===== src/pin_bank_cfg.svh =====
// Offsets, reset values and widths for the pin bank controller
`ifndef PIN_BANK_CFG_SVH
`define PIN_BANK_CFG_SVH

`define PIN_COUNT         16
`define ADDR_WIDTH        10
`define DATA_WIDTH        16

`define OFS_OWNER_SELECT  10'h3c0
`define OFS_DIRECTION     10'h3c1
`define OFS_OUTPUT_SET    10'h3c2
`define OFS_OUTPUT_CLEAR  10'h3c3
`define OFS_LEVEL         10'h3c4
`define OFS_HIGH_IMP      10'h3c5
`define OFS_DRIVE_TYPE    10'h3c6
`define OFS_PULLUP_EN     10'h3c7
`define OFS_PULLDOWN_EN   10'h3c8

`define RST_OWNER_SELECT  16'h0000
`define RST_DIRECTION     16'h0000
`define RST_LEVEL         16'h0000
`define RST_HIGH_IMP      16'h0000
`define RST_DRIVE_TYPE    16'h0000
`define RST_PULLUP_EN     16'hffff
`define RST_PULLDOWN_EN   16'h0000
`define RST_READ_DATA     16'h0000

`endif


===== src/pin_bank_pkg.sv =====
// Types shared by the pin bank controller files
`include "pin_bank_cfg.svh"

package pin_bank_pkg;

  typedef logic [`PIN_COUNT-1:0]  pin_vec_t;
  typedef logic [`ADDR_WIDTH-1:0] reg_addr_t;
  typedef logic [`DATA_WIDTH-1:0] reg_data_t;

  typedef enum logic [3:0] {
    SEL_NONE         = 4'h0,
    SEL_OWNER_SELECT = 4'h1,
    SEL_DIRECTION    = 4'h2,
    SEL_OUTPUT_SET   = 4'h3,
    SEL_OUTPUT_CLEAR = 4'h4,
    SEL_LEVEL        = 4'h5,
    SEL_HIGH_IMP     = 4'h6,
    SEL_DRIVE_TYPE   = 4'h7,
    SEL_PULLUP_EN    = 4'h8,
    SEL_PULLDOWN_EN  = 4'h9
  } reg_sel_t;

  typedef struct packed {
    pin_vec_t  owner;
    pin_vec_t  dir;
    pin_vec_t  out_val;
    pin_vec_t  high_imp;
    pin_vec_t  open_drain;
    pin_vec_t  pull_up;
    pin_vec_t  pull_dn;
    reg_data_t rdata;
    logic      rvalid;
    pin_vec_t  pad_out;
    pin_vec_t  pad_oe_n;
    pin_vec_t  pad_pu;
    pin_vec_t  pad_pd;
    pin_vec_t  uart_in;
  } ctrl_state_t;

  typedef struct packed {
    logic stage1;
    logic stage2;
  } sync_state_t;

  // Address to register select
  function automatic reg_sel_t decode_addr(input reg_addr_t addr);
    reg_sel_t sel;
    sel = SEL_NONE;
    unique case (addr)
      `OFS_OWNER_SELECT: sel = SEL_OWNER_SELECT;
      `OFS_DIRECTION:    sel = SEL_DIRECTION;
      `OFS_OUTPUT_SET:   sel = SEL_OUTPUT_SET;
      `OFS_OUTPUT_CLEAR: sel = SEL_OUTPUT_CLEAR;
      `OFS_LEVEL:        sel = SEL_LEVEL;
      `OFS_HIGH_IMP:     sel = SEL_HIGH_IMP;
      `OFS_DRIVE_TYPE:   sel = SEL_DRIVE_TYPE;
      `OFS_PULLUP_EN:    sel = SEL_PULLUP_EN;
      `OFS_PULLDOWN_EN:  sel = SEL_PULLDOWN_EN;
      default:           sel = SEL_NONE;
    endcase
    return sel;
  endfunction : decode_addr

  // Pins owned by the controller and set as outputs
  function automatic pin_vec_t owned_outputs(input pin_vec_t owner,
                                             input pin_vec_t dir);
    return owner & dir;
  endfunction : owned_outputs

endpackage : pin_bank_pkg


===== src/reset_sync.sv =====
// Two-stage release synchroniser for the asynchronous reset
`timescale 1ns/1ns

module reset_sync (
  input  wire logic clk_i,
  input  wire logic arst_n_i,
  output wire logic rst_n_o
);

  pin_bank_pkg::sync_state_t s_r;
  pin_bank_pkg::sync_state_t s_nxt;

  always_comb begin
    s_nxt        = s_r;
    s_nxt.stage1 = 1'b1;
    s_nxt.stage2 = s_r.stage1;
  end

  always_ff @(posedge clk_i or negedge arst_n_i) begin
    if (!arst_n_i) begin
      s_r <= '0;
    end else begin
      s_r <= s_nxt;
    end
  end

  assign rst_n_o = s_r.stage2;

endmodule : reset_sync


===== src/pin_bank_io_controller.sv =====
// Register file and pad drive logic for the lower bank of 16 pins
`timescale 1ns/1ns
`include "pin_bank_cfg.svh"

module pin_bank_io_controller (
  input  wire logic                       core_clk_i,
  input  wire logic                       arst_n_i,
  input  wire logic                       reg_wr_i,
  input  wire logic                       reg_rd_i,
  input  wire logic [`ADDR_WIDTH-1:0]     reg_addr_i,
  input  wire logic [`DATA_WIDTH-1:0]     reg_wdata_i,
  output wire logic [`DATA_WIDTH-1:0]     reg_rdata_o,
  output wire logic                       reg_rvalid_o,
  input  wire logic [`PIN_COUNT-1:0]      pin_in_i,
  output wire logic [`PIN_COUNT-1:0]      pin_out_o,
  output wire logic [`PIN_COUNT-1:0]      pin_oe_n_o,
  output wire logic [`PIN_COUNT-1:0]      pin_pullup_o,
  output wire logic [`PIN_COUNT-1:0]      pin_pulldown_o,
  input  wire logic [`PIN_COUNT-1:0]      uart_pin_out_i,
  input  wire logic [`PIN_COUNT-1:0]      uart_pin_oe_n_i,
  input  wire logic [`PIN_COUNT-1:0]      uart_pin_pullup_i,
  input  wire logic [`PIN_COUNT-1:0]      uart_pin_pulldown_i,
  output wire logic [`PIN_COUNT-1:0]      uart_pin_in_o
);

  localparam pin_bank_pkg::ctrl_state_t RESET_STATE = '{
    owner:      `RST_OWNER_SELECT,
    dir:        `RST_DIRECTION,
    out_val:    `RST_LEVEL,
    high_imp:   `RST_HIGH_IMP,
    open_drain: `RST_DRIVE_TYPE,
    pull_up:    `RST_PULLUP_EN,
    pull_dn:    `RST_PULLDOWN_EN,
    rdata:      `RST_READ_DATA,
    rvalid:     1'b0,
    pad_out:    '0,
    pad_oe_n:   '1,
    pad_pu:     '0,
    pad_pd:     '0,
    uart_in:    '0
  };

  logic                          rst_n;
  pin_bank_pkg::ctrl_state_t     s_r;
  pin_bank_pkg::ctrl_state_t     s_nxt;
  pin_bank_pkg::reg_sel_t        wr_sel;
  pin_bank_pkg::reg_sel_t        rd_sel;
  pin_bank_pkg::pin_vec_t        out_mask;
  pin_bank_pkg::pin_vec_t        wdata;

  reset_sync u_reset_sync (
    .clk_i    (core_clk_i),
    .arst_n_i (arst_n_i),
    .rst_n_o  (rst_n)
  );

  assign wr_sel   = pin_bank_pkg::decode_addr(reg_addr_i);
  assign rd_sel   = pin_bank_pkg::decode_addr(reg_addr_i);
  assign out_mask = pin_bank_pkg::owned_outputs(s_r.owner, s_r.dir);
  assign wdata    = reg_wdata_i;

  always_comb begin
    s_nxt        = s_r;
    s_nxt.rvalid = 1'b0;

    // Register writes
    if (reg_wr_i) begin
      unique case (wr_sel)
        pin_bank_pkg::SEL_OWNER_SELECT: begin
          s_nxt.owner = wdata;
        end
        pin_bank_pkg::SEL_DIRECTION: begin
          s_nxt.dir = wdata;
        end
        pin_bank_pkg::SEL_OUTPUT_SET: begin
          s_nxt.out_val = s_r.out_val | (wdata & out_mask);
        end
        pin_bank_pkg::SEL_OUTPUT_CLEAR: begin
          s_nxt.out_val = s_r.out_val & ~(wdata & out_mask);
        end
        pin_bank_pkg::SEL_LEVEL: begin
          s_nxt.out_val = (s_r.out_val & ~out_mask) | (wdata & out_mask);
        end
        pin_bank_pkg::SEL_HIGH_IMP: begin
          s_nxt.high_imp = wdata;
        end
        pin_bank_pkg::SEL_DRIVE_TYPE: begin
          s_nxt.open_drain = wdata;
        end
        pin_bank_pkg::SEL_PULLUP_EN: begin
          s_nxt.pull_up = wdata;
        end
        pin_bank_pkg::SEL_PULLDOWN_EN: begin
          s_nxt.pull_dn = wdata;
        end
        pin_bank_pkg::SEL_NONE: begin
          s_nxt.out_val = s_r.out_val;
        end
      endcase
    end

    // Register reads, answered one cycle later
    if (reg_rd_i) begin
      s_nxt.rvalid = 1'b1;
      unique case (rd_sel)
        pin_bank_pkg::SEL_OWNER_SELECT: begin
          s_nxt.rdata = s_r.owner;
        end
        pin_bank_pkg::SEL_DIRECTION: begin
          s_nxt.rdata = s_r.dir;
        end
        pin_bank_pkg::SEL_OUTPUT_SET: begin
          s_nxt.rdata = '0;
        end
        pin_bank_pkg::SEL_OUTPUT_CLEAR: begin
          s_nxt.rdata = '0;
        end
        pin_bank_pkg::SEL_LEVEL: begin
          s_nxt.rdata = pin_in_i & s_r.owner;
        end
        pin_bank_pkg::SEL_HIGH_IMP: begin
          s_nxt.rdata = s_r.high_imp;
        end
        pin_bank_pkg::SEL_DRIVE_TYPE: begin
          s_nxt.rdata = s_r.open_drain;
        end
        pin_bank_pkg::SEL_PULLUP_EN: begin
          s_nxt.rdata = s_r.pull_up;
        end
        pin_bank_pkg::SEL_PULLDOWN_EN: begin
          s_nxt.rdata = s_r.pull_dn;
        end
        pin_bank_pkg::SEL_NONE: begin
          s_nxt.rdata = '0;
        end
      endcase
    end

    // Pad drive, all pins update on the same edge
    // Aligned update is allowed
    for (int i = 0; i < `PIN_COUNT; i++) begin
      if (!s_r.owner[i]) begin
        s_nxt.pad_out[i]  = uart_pin_out_i[i];
        s_nxt.pad_oe_n[i] = uart_pin_oe_n_i[i];
        s_nxt.pad_pu[i]   = uart_pin_pullup_i[i];
        s_nxt.pad_pd[i]   = uart_pin_pulldown_i[i];
        s_nxt.uart_in[i]  = pin_in_i[i];
      end else if (s_r.dir[i]) begin
        s_nxt.uart_in[i]  = 1'b0;
        s_nxt.pad_pd[i]   = 1'b0;
        if (s_r.high_imp[i]) begin
          s_nxt.pad_out[i]  = 1'b0;
          s_nxt.pad_oe_n[i] = 1'b1;
          s_nxt.pad_pu[i]   = s_r.open_drain[i];
        end else if (s_r.open_drain[i]) begin
          s_nxt.pad_out[i]  = 1'b0;
          s_nxt.pad_oe_n[i] = s_r.out_val[i];
          s_nxt.pad_pu[i]   = 1'b1;
        end else begin
          s_nxt.pad_out[i]  = s_r.out_val[i];
          s_nxt.pad_oe_n[i] = 1'b0;
          s_nxt.pad_pu[i]   = 1'b0;
        end
      end else begin
        s_nxt.uart_in[i]  = 1'b0;
        s_nxt.pad_out[i]  = 1'b0;
        s_nxt.pad_oe_n[i] = 1'b1;
        s_nxt.pad_pu[i]   = s_r.pull_up[i];
        s_nxt.pad_pd[i]   = s_r.pull_dn[i];
      end
    end
  end

  always_ff @(posedge core_clk_i or negedge rst_n) begin
    if (!rst_n) begin
      s_r <= RESET_STATE;
    end else begin
      s_r <= s_nxt;
    end
  end

  assign reg_rdata_o    = s_r.rdata;
  assign reg_rvalid_o   = s_r.rvalid;
  assign pin_out_o      = s_r.pad_out;
  assign pin_oe_n_o     = s_r.pad_oe_n;
  assign pin_pullup_o   = s_r.pad_pu;
  assign pin_pulldown_o = s_r.pad_pd;
  assign uart_pin_in_o  = s_r.uart_in;

endmodule : pin_bank_io_controller


===== config.mk =====
export PLATFORM = sky130hd
export DESIGN_NAME = pin_bank_io_controller
export DESIGN_NICKNAME = d
export VERILOG_FILES = /design/src/pin_bank_pkg.sv /design/src/reset_sync.sv /design/src/pin_bank_io_controller.sv
export VERILOG_INCLUDE_DIRS = /design/src
export SDC_FILE = /design/constraint.sdc
export NUM_CORES = 1
export LEC_CHECK = 0
export ABC_AREA = 1
export BUFFER_PORTS_ARGS = -buffer_cell sky130_fd_sc_hd__buf_4
export CAP_MARGIN = 20
export CORE_MARGIN = 3
export CORE_UTILIZATION = 60
export DETAILED_ROUTE_END_ITERATION = 8
export GPL_TIMING_DRIVEN = 0
export PLACE_DENSITY = 0.82
export SLEW_MARGIN = 30
export SYNTH_ARGS = -nofsm -noshare
export SYNTH_HDL_FRONTEND = slang
export SYNTH_SLANG_ARGS = --single-unit

===== constraint.sdc =====
create_clock -name core_clk_i -period 14.4 [get_ports core_clk_i]
set_input_delay 0.72 -clock core_clk_i [delete_from_list [all_inputs] [get_ports core_clk_i]]
set_output_delay 0.72 -clock core_clk_i [all_outputs]
set_load 0.05 [all_outputs]

**Word-level counts from Yosys, hierarchy flattened**

Index checks and enable logic that the tools add are counted.

- Equality and inequality tests: 18
- Reductions and logical operators: 10
- Bitwise logic cells: 9
- Multiplexer cells: 244

Operators with widths:

| operator | count |
|---|---|
| 1-bit 2-to-1 mux | 241 |
| 16-bit one-hot mux with 8 select lines | 1 |
| 10-bit == test (second input constant) | 9 |
| 16-bit AND | 5 |
| 16-bit one-hot mux with 3 select lines | 1 |
| 4-bit one-hot mux with 9 select lines | 1 |
| 16-bit NOT | 2 |
| 16-bit OR | 2 |
| 4-bit by 3-bit == test with 1-bit output (second input constant) | 4 |
| 2-bit AND reduction | 7 |
| 4-bit by 2-bit == test with 1-bit output (second input constant) | 2 |
| 4-bit == test (second input constant) | 2 |
| 4-bit by 1-bit == test with 1-bit output (second input constant) | 1 |
| 4-bit zero test | 1 |
| 3-bit nonzero test | 1 |
| 3-bit OR reduction | 1 |

- Flip-flop bits (word level): 211

**Longest topological paths before layout**

- Depth after elaboration: 5
- Depth in mapped cells: 11

**Hierarchy**

From an unflattened synthesis, not the netlist that was laid out.

- Cell total of the unflattened synthesis: 1331
- Area, all modules: 10551.4 um^2

By module, submodules not included:

| module | cells each | instances | area an instance (um^2) |
|---|---|---|---|
| pin_bank_io_controller | 1328 | 1 | 10497.6 |
| reset_sync | 3 | 1 | 53.8 |

**Worst setup path after synthesis**

Ideal clock, no wire load.

- Path kind: input-to-reg
- Start point: input port reg_addr_i[4]
- End point: register s_r[198] (netlist bit)
- Required time: 14.277 ns
- Setup time: 0.123 ns
- Setup slack: 12.532 ns
- Stages on the path: 9
- Path buffers: 2
- Arrival time: 1.745 ns
- Cells stage by stage: inv_1 -> nand2_2 -> nor2_8 -> inv_2 -> nor2_4 -> and3_1 -> buf_4 -> buf_4 -> o21ai_1

- Word-level cells in the longest chain between the ends: 4
- Elaborated cells on any way between the ends: 12
- Those cells by class: eq/ne: 10; mux: 1; reduce/logical: 1

RTL lines:

| what | RTL line | text |
|---|---|---|
| start, declared | pin_bank_io_controller.sv:10 | `` input wire logic [`ADDR_WIDTH-1:0] reg_addr_i, `` |
| 10-bit == test | pin_bank_pkg.sv:49 | `unique case (addr)` |
| 4-bit one-hot mux with 9 select lines (*) | pin_bank_pkg.sv:49 |  |
| 4-bit by 1-bit == test with 1-bit output (*) | pin_bank_io_controller.sv:68 | `unique case (wr_sel)` |
| 2-bit AND reduction (no source line) (*) | n/a |  |
| end signal, assigned | pin_bank_io_controller.sv:178 | `s_r <= s_nxt;` |
| end, declared | pin_bank_io_controller.sv:44 | `pin_bank_pkg::ctrl_state_t s_r;` |

Mark *: on every way between the ends. The rest lies on a longest branch, timed or not.
A chain may end at the register's enable or synchronous reset.

**Worst setup path in the final report**

- Start point: input port reg_addr_i[3]
- End point: register s_r[152] (netlist bit)

- Word-level cells in the longest chain between the ends: 4
- Elaborated cells on any way between the ends: 12
- Those cells by class: eq/ne: 10; mux: 1; reduce/logical: 1

RTL lines:

| what | RTL line |
|---|---|
| 10-bit == test | pin_bank_pkg.sv:49 |
| 4-bit one-hot mux with 9 select lines (*) | pin_bank_pkg.sv:49 |
| 4-bit by 3-bit == test with 1-bit output (*) | pin_bank_io_controller.sv:68 |
| 2-bit AND reduction (no source line) (*) | n/a |

Marked as above.

==> flow_metrics.py <==
metrics = {
    "route": {
        "top_layer": "met4",
        "wl_per_cell_um": 18.0,
        "drtPass1Iterations": 9,
        "dr_total_vias": 10208,
        "ant_nets": 0,
        "drc": 1,
        "met3_length_mm": 4.11,
        "wl_met2_mm": 14.6,
        "drt-met1-wl_mm": 12.3,
        "vias_per_cell": 5.68,
        "routed_wl_mm": 32.4,
        "first_iter_violations": 1167,
    },
    "critical_path": {
        "end_kind": "flop",
        "critPathTopFamily": "simple AND/OR/NAND/NOR gates",
        "worstSetupStartpointType": "input pin",
        "arrival_ns": 2.56,
        "crit_path_max_fanout": 10,
        "crit_required_ns": 14.75,
        "worst-path-buf-inv": 3,
        "crit_top_cell": "nand2_1",
        "max_stage_delay_ns": 0.47,
        "crit_chain": "buf_4 -> inv_1 -> nand2_1 -> nor2_2 -> nand4_1 -> clkbuf_1 -> nand2_1 -> o21ai_0",
        "crit_path_top_delay_cell": "clkbuf_1",
        "crit_type": "in2reg",
    },
    "clock_network": {
        "clock_latency_ns": 0.51,
        "cts_sinks": 211,
        "cts_resized": 0,
        "root_buffer": "clkbuf_16",
        "max-clock-path-buffers": 3,
        "cts_max_level": 1,
        "numCtsBuffers": 22,
        "clk_pin_slew_worst_paths_ns": 0.06,
        "cts_tree": "built",
        "post-cts-setup-buffers": 0,
    },
    "outcome": {
        "violations": "DRC",
        "status": "finished, violations left",
    },
    "pwr": {
        "p_comb_frac": 0.090,
        "swShare": 0.243,
        "seqPwrFrac": 0.476,
        "internal-power_uw": 977,
        "p_sw_uw": 313,
        "power_density_nw_per_um2": 97.5,
        "vdd_drop_max_mv": 0.0923,
        "leakage_uw": 0.00691,
        "clockPowerShare": 0.434,
    },
    "layout": {
        "drive_above_1_share": 0.264,
        "finish.instance_area_um2": 13200,
        "synthToLayoutAreaGrowth_pct": 25.1,
        "multiInputGateArea_um2": 3820,
        "final.fill_count": 1255,
        "finalNetCount": 1672,
        "diodes": 0,
        "regArea_um2": 5320,
    },
    "yosys": {
        "synthCells": 1327,
        "syn_area_um2": 10600,
        "ys.flop_type": "dfrtp_1",
        "synthArstFlopShare": 1.00,
        "ys_seq_area_frac": 0.503,
        "syn_nets": 1437,
        "yosysWarnings": 0,
        "avgSynthCellArea_um2": 7.97,
        "synth.ff_latch_count": 211,
        "ys_types": 28,
        "synth-edff-count": 0,
    },
    "timing": {
        "period_needed_ns": 2.21,
        "whs_ns": 0.236,
        "finalSetupViolCount": 0,
        "rsz0062_at_grt": "false",
        "slew_viol_final": 0,
        "skew_ns": 0.00982,
        "fmax_mhz": 453,
        "setup_tns_ns": 0,
        "slew_headroom": 0.434,
        "hold_viol": 0,
        "period_share": 0.153,
        "worstMarginPinSlew_ns": 0.850,
    },
    "grt": {
        "grt_util_all_layers": 0.328,
        "grt_pass1_wl_mm": 51.0,
        "grt_max_degree": 51,
        "gr-total-overflow": 0,
        "grt_pass1_vias": 9732,
        "antenna_found_initial": 0,
    },
    "floorplanning": {
        "die-area_um2": 19300,
        "dieWidth_um": 139,
        "initial_utilization": 0.624,
        "num_rows": 47,
        "ios": 207,
        "fp.dieH_um": 139,
        "core_um2": 16900,
    },
    "placed_design": {
        "gp_congestion": 0.950,
        "portBuffers": 205,
        "place_hpwl_mm": 22.5,
        "dpl_cell_area_um2": 12500,
    },
    "job": {
        "drv_cap": 0,
    },
    "min_path": {
        "worstHoldPathType": "reg2async",
    },
}
## power by group through the flow
stage | Sequential, µW | Clock, µW | Combinational, µW
3_5_place_dp | 624 | 0 | 115
6_report | 614 | 559 | 116
3_3_place_gp | 634 | 0 | 100
5_1_grt | 615 | 586 | 125
2_1_floorplan | 629 | 0 | 55.3
4_1_cts | 614 | 560 | 116
## timing repair
| item | in CTS | in global routing |
|---|---|---|
| hold buffers | 1 | 0 |
| endpoints found under the hold margin | 2 | 0 |
| endpoints found under the setup margin | 0 | 0 |
## registers in the layout, summed over array words and instances, names as in the netlist
register	flops
s_r	112
pin_oe_n_o	16
pin_out_o	16
pin_pulldown_o	16
pin_pullup_o	16
reg_rdata_o	16
uart_pin_in_o	16
reg_rvalid_o	1
u_reset_sync.rst_n_o	1
u_reset_sync.s_nxt	1
## synth_stat cells, types with 3 or more instances
cell type / instances / area [µm²]
dfrtp_1: 179 / 4480
nand4_1: 68 / 425
nand2_1: 368 / 1380
nor3_1: 16 / 80.1
clkbuf_1: 25 / 93.8
o21ai_1: 14 / 70.1
nand3_1: 70 / 350
inv_1: 120 / 450
o21ai_0: 133 / 666
buf_1: 5 / 18.8
a21oi_1: 17 / 85.1
dfstp_2: 32 / 841
nor2_1: 125 / 469
nand3_2: 3 / 30.0
nand2_2: 4 / 25.0
nor2_4: 3 / 33.8
inv_2: 3 / 11.3
buf_2: 15 / 75.1
nor2_2: 3 / 18.8
o31ai_1: 14 / 105
buf_4: 102 / 766
## final timing paths
path                                 startpoint  cells after the start                to  slack (ns)
min in group core_clk_i                reg_rd_i                      1      reg_rvalid_o        0.34
min reg2reg                u_reset_sync.rst_n_o                      0  uart_pin_in_o[0]        0.24
max                               reg_addr_i[3]                      8          s_r[152]       12.19
max reg2reg                            s_r[208]                      6          s_r[176]       13.03
max in group asynchronous  u_reset_sync.rst_n_o                      3     pin_oe_n_o[8]       13.13
min                        u_reset_sync.rst_n_o                      0  uart_pin_in_o[0]        0.24
## cells in the final DEF (no fill, tap or decap), drive strengths merged
cell,n
nand2,372
buf,334
dfrtp,179
o21ai,147
nor2,132
inv,123
nand3,74
nand4,69
clkbuf,59
dfstp,32
a21oi,17
nor3,16
o31ai,14
clkinv,5
and3,1
o211ai,1
dlygate4sd3,1
conb,1
## final cells by class
type | count | share of cell area
sequential | 211 | 0.403
multi-input combinational | 844 | 0.289
timing repair buffer | 211 | 0.125
buffer | 149 | 0.0738
clock buffer | 34 | 0.0519
inverter | 123 | 0.0349
tap | 220 | 0.0208
clock inverter | 5 | 0.00218
## logic make-up (layout without fill, tap and decap cells)
group	Yosys count	in the layout	synth area share
AOI/OAI and AO/OA	179	179	0.0883
other	1	1	0.000355
DFF	211	211	0.503
and+or+nand+nor	664	664	0.272
buffers and inverters	272	522	0.136
## per-layer routing
metal / global-route usage / vias up
li1: - / 4647
met1: 0.446 / 4666
met2: 0.512 / 749
met3: 0.0797 / 146
met4: 0.135 / 0
met5: 0 / -
## metrics by stage
stage	setup slack (ns)	cells	total power, µW	utilization
finish	12.19	1797	1290	0.781
global placement	5.92	1752	734	0.731
CTS	12.31	1797	1290	0.781
global route	12.15	1797	1330	0.781
floorplan	8.14	1327	684	-
detailed placement	11.81	1757	739	0.738
(Power assumes the default switching activity.)
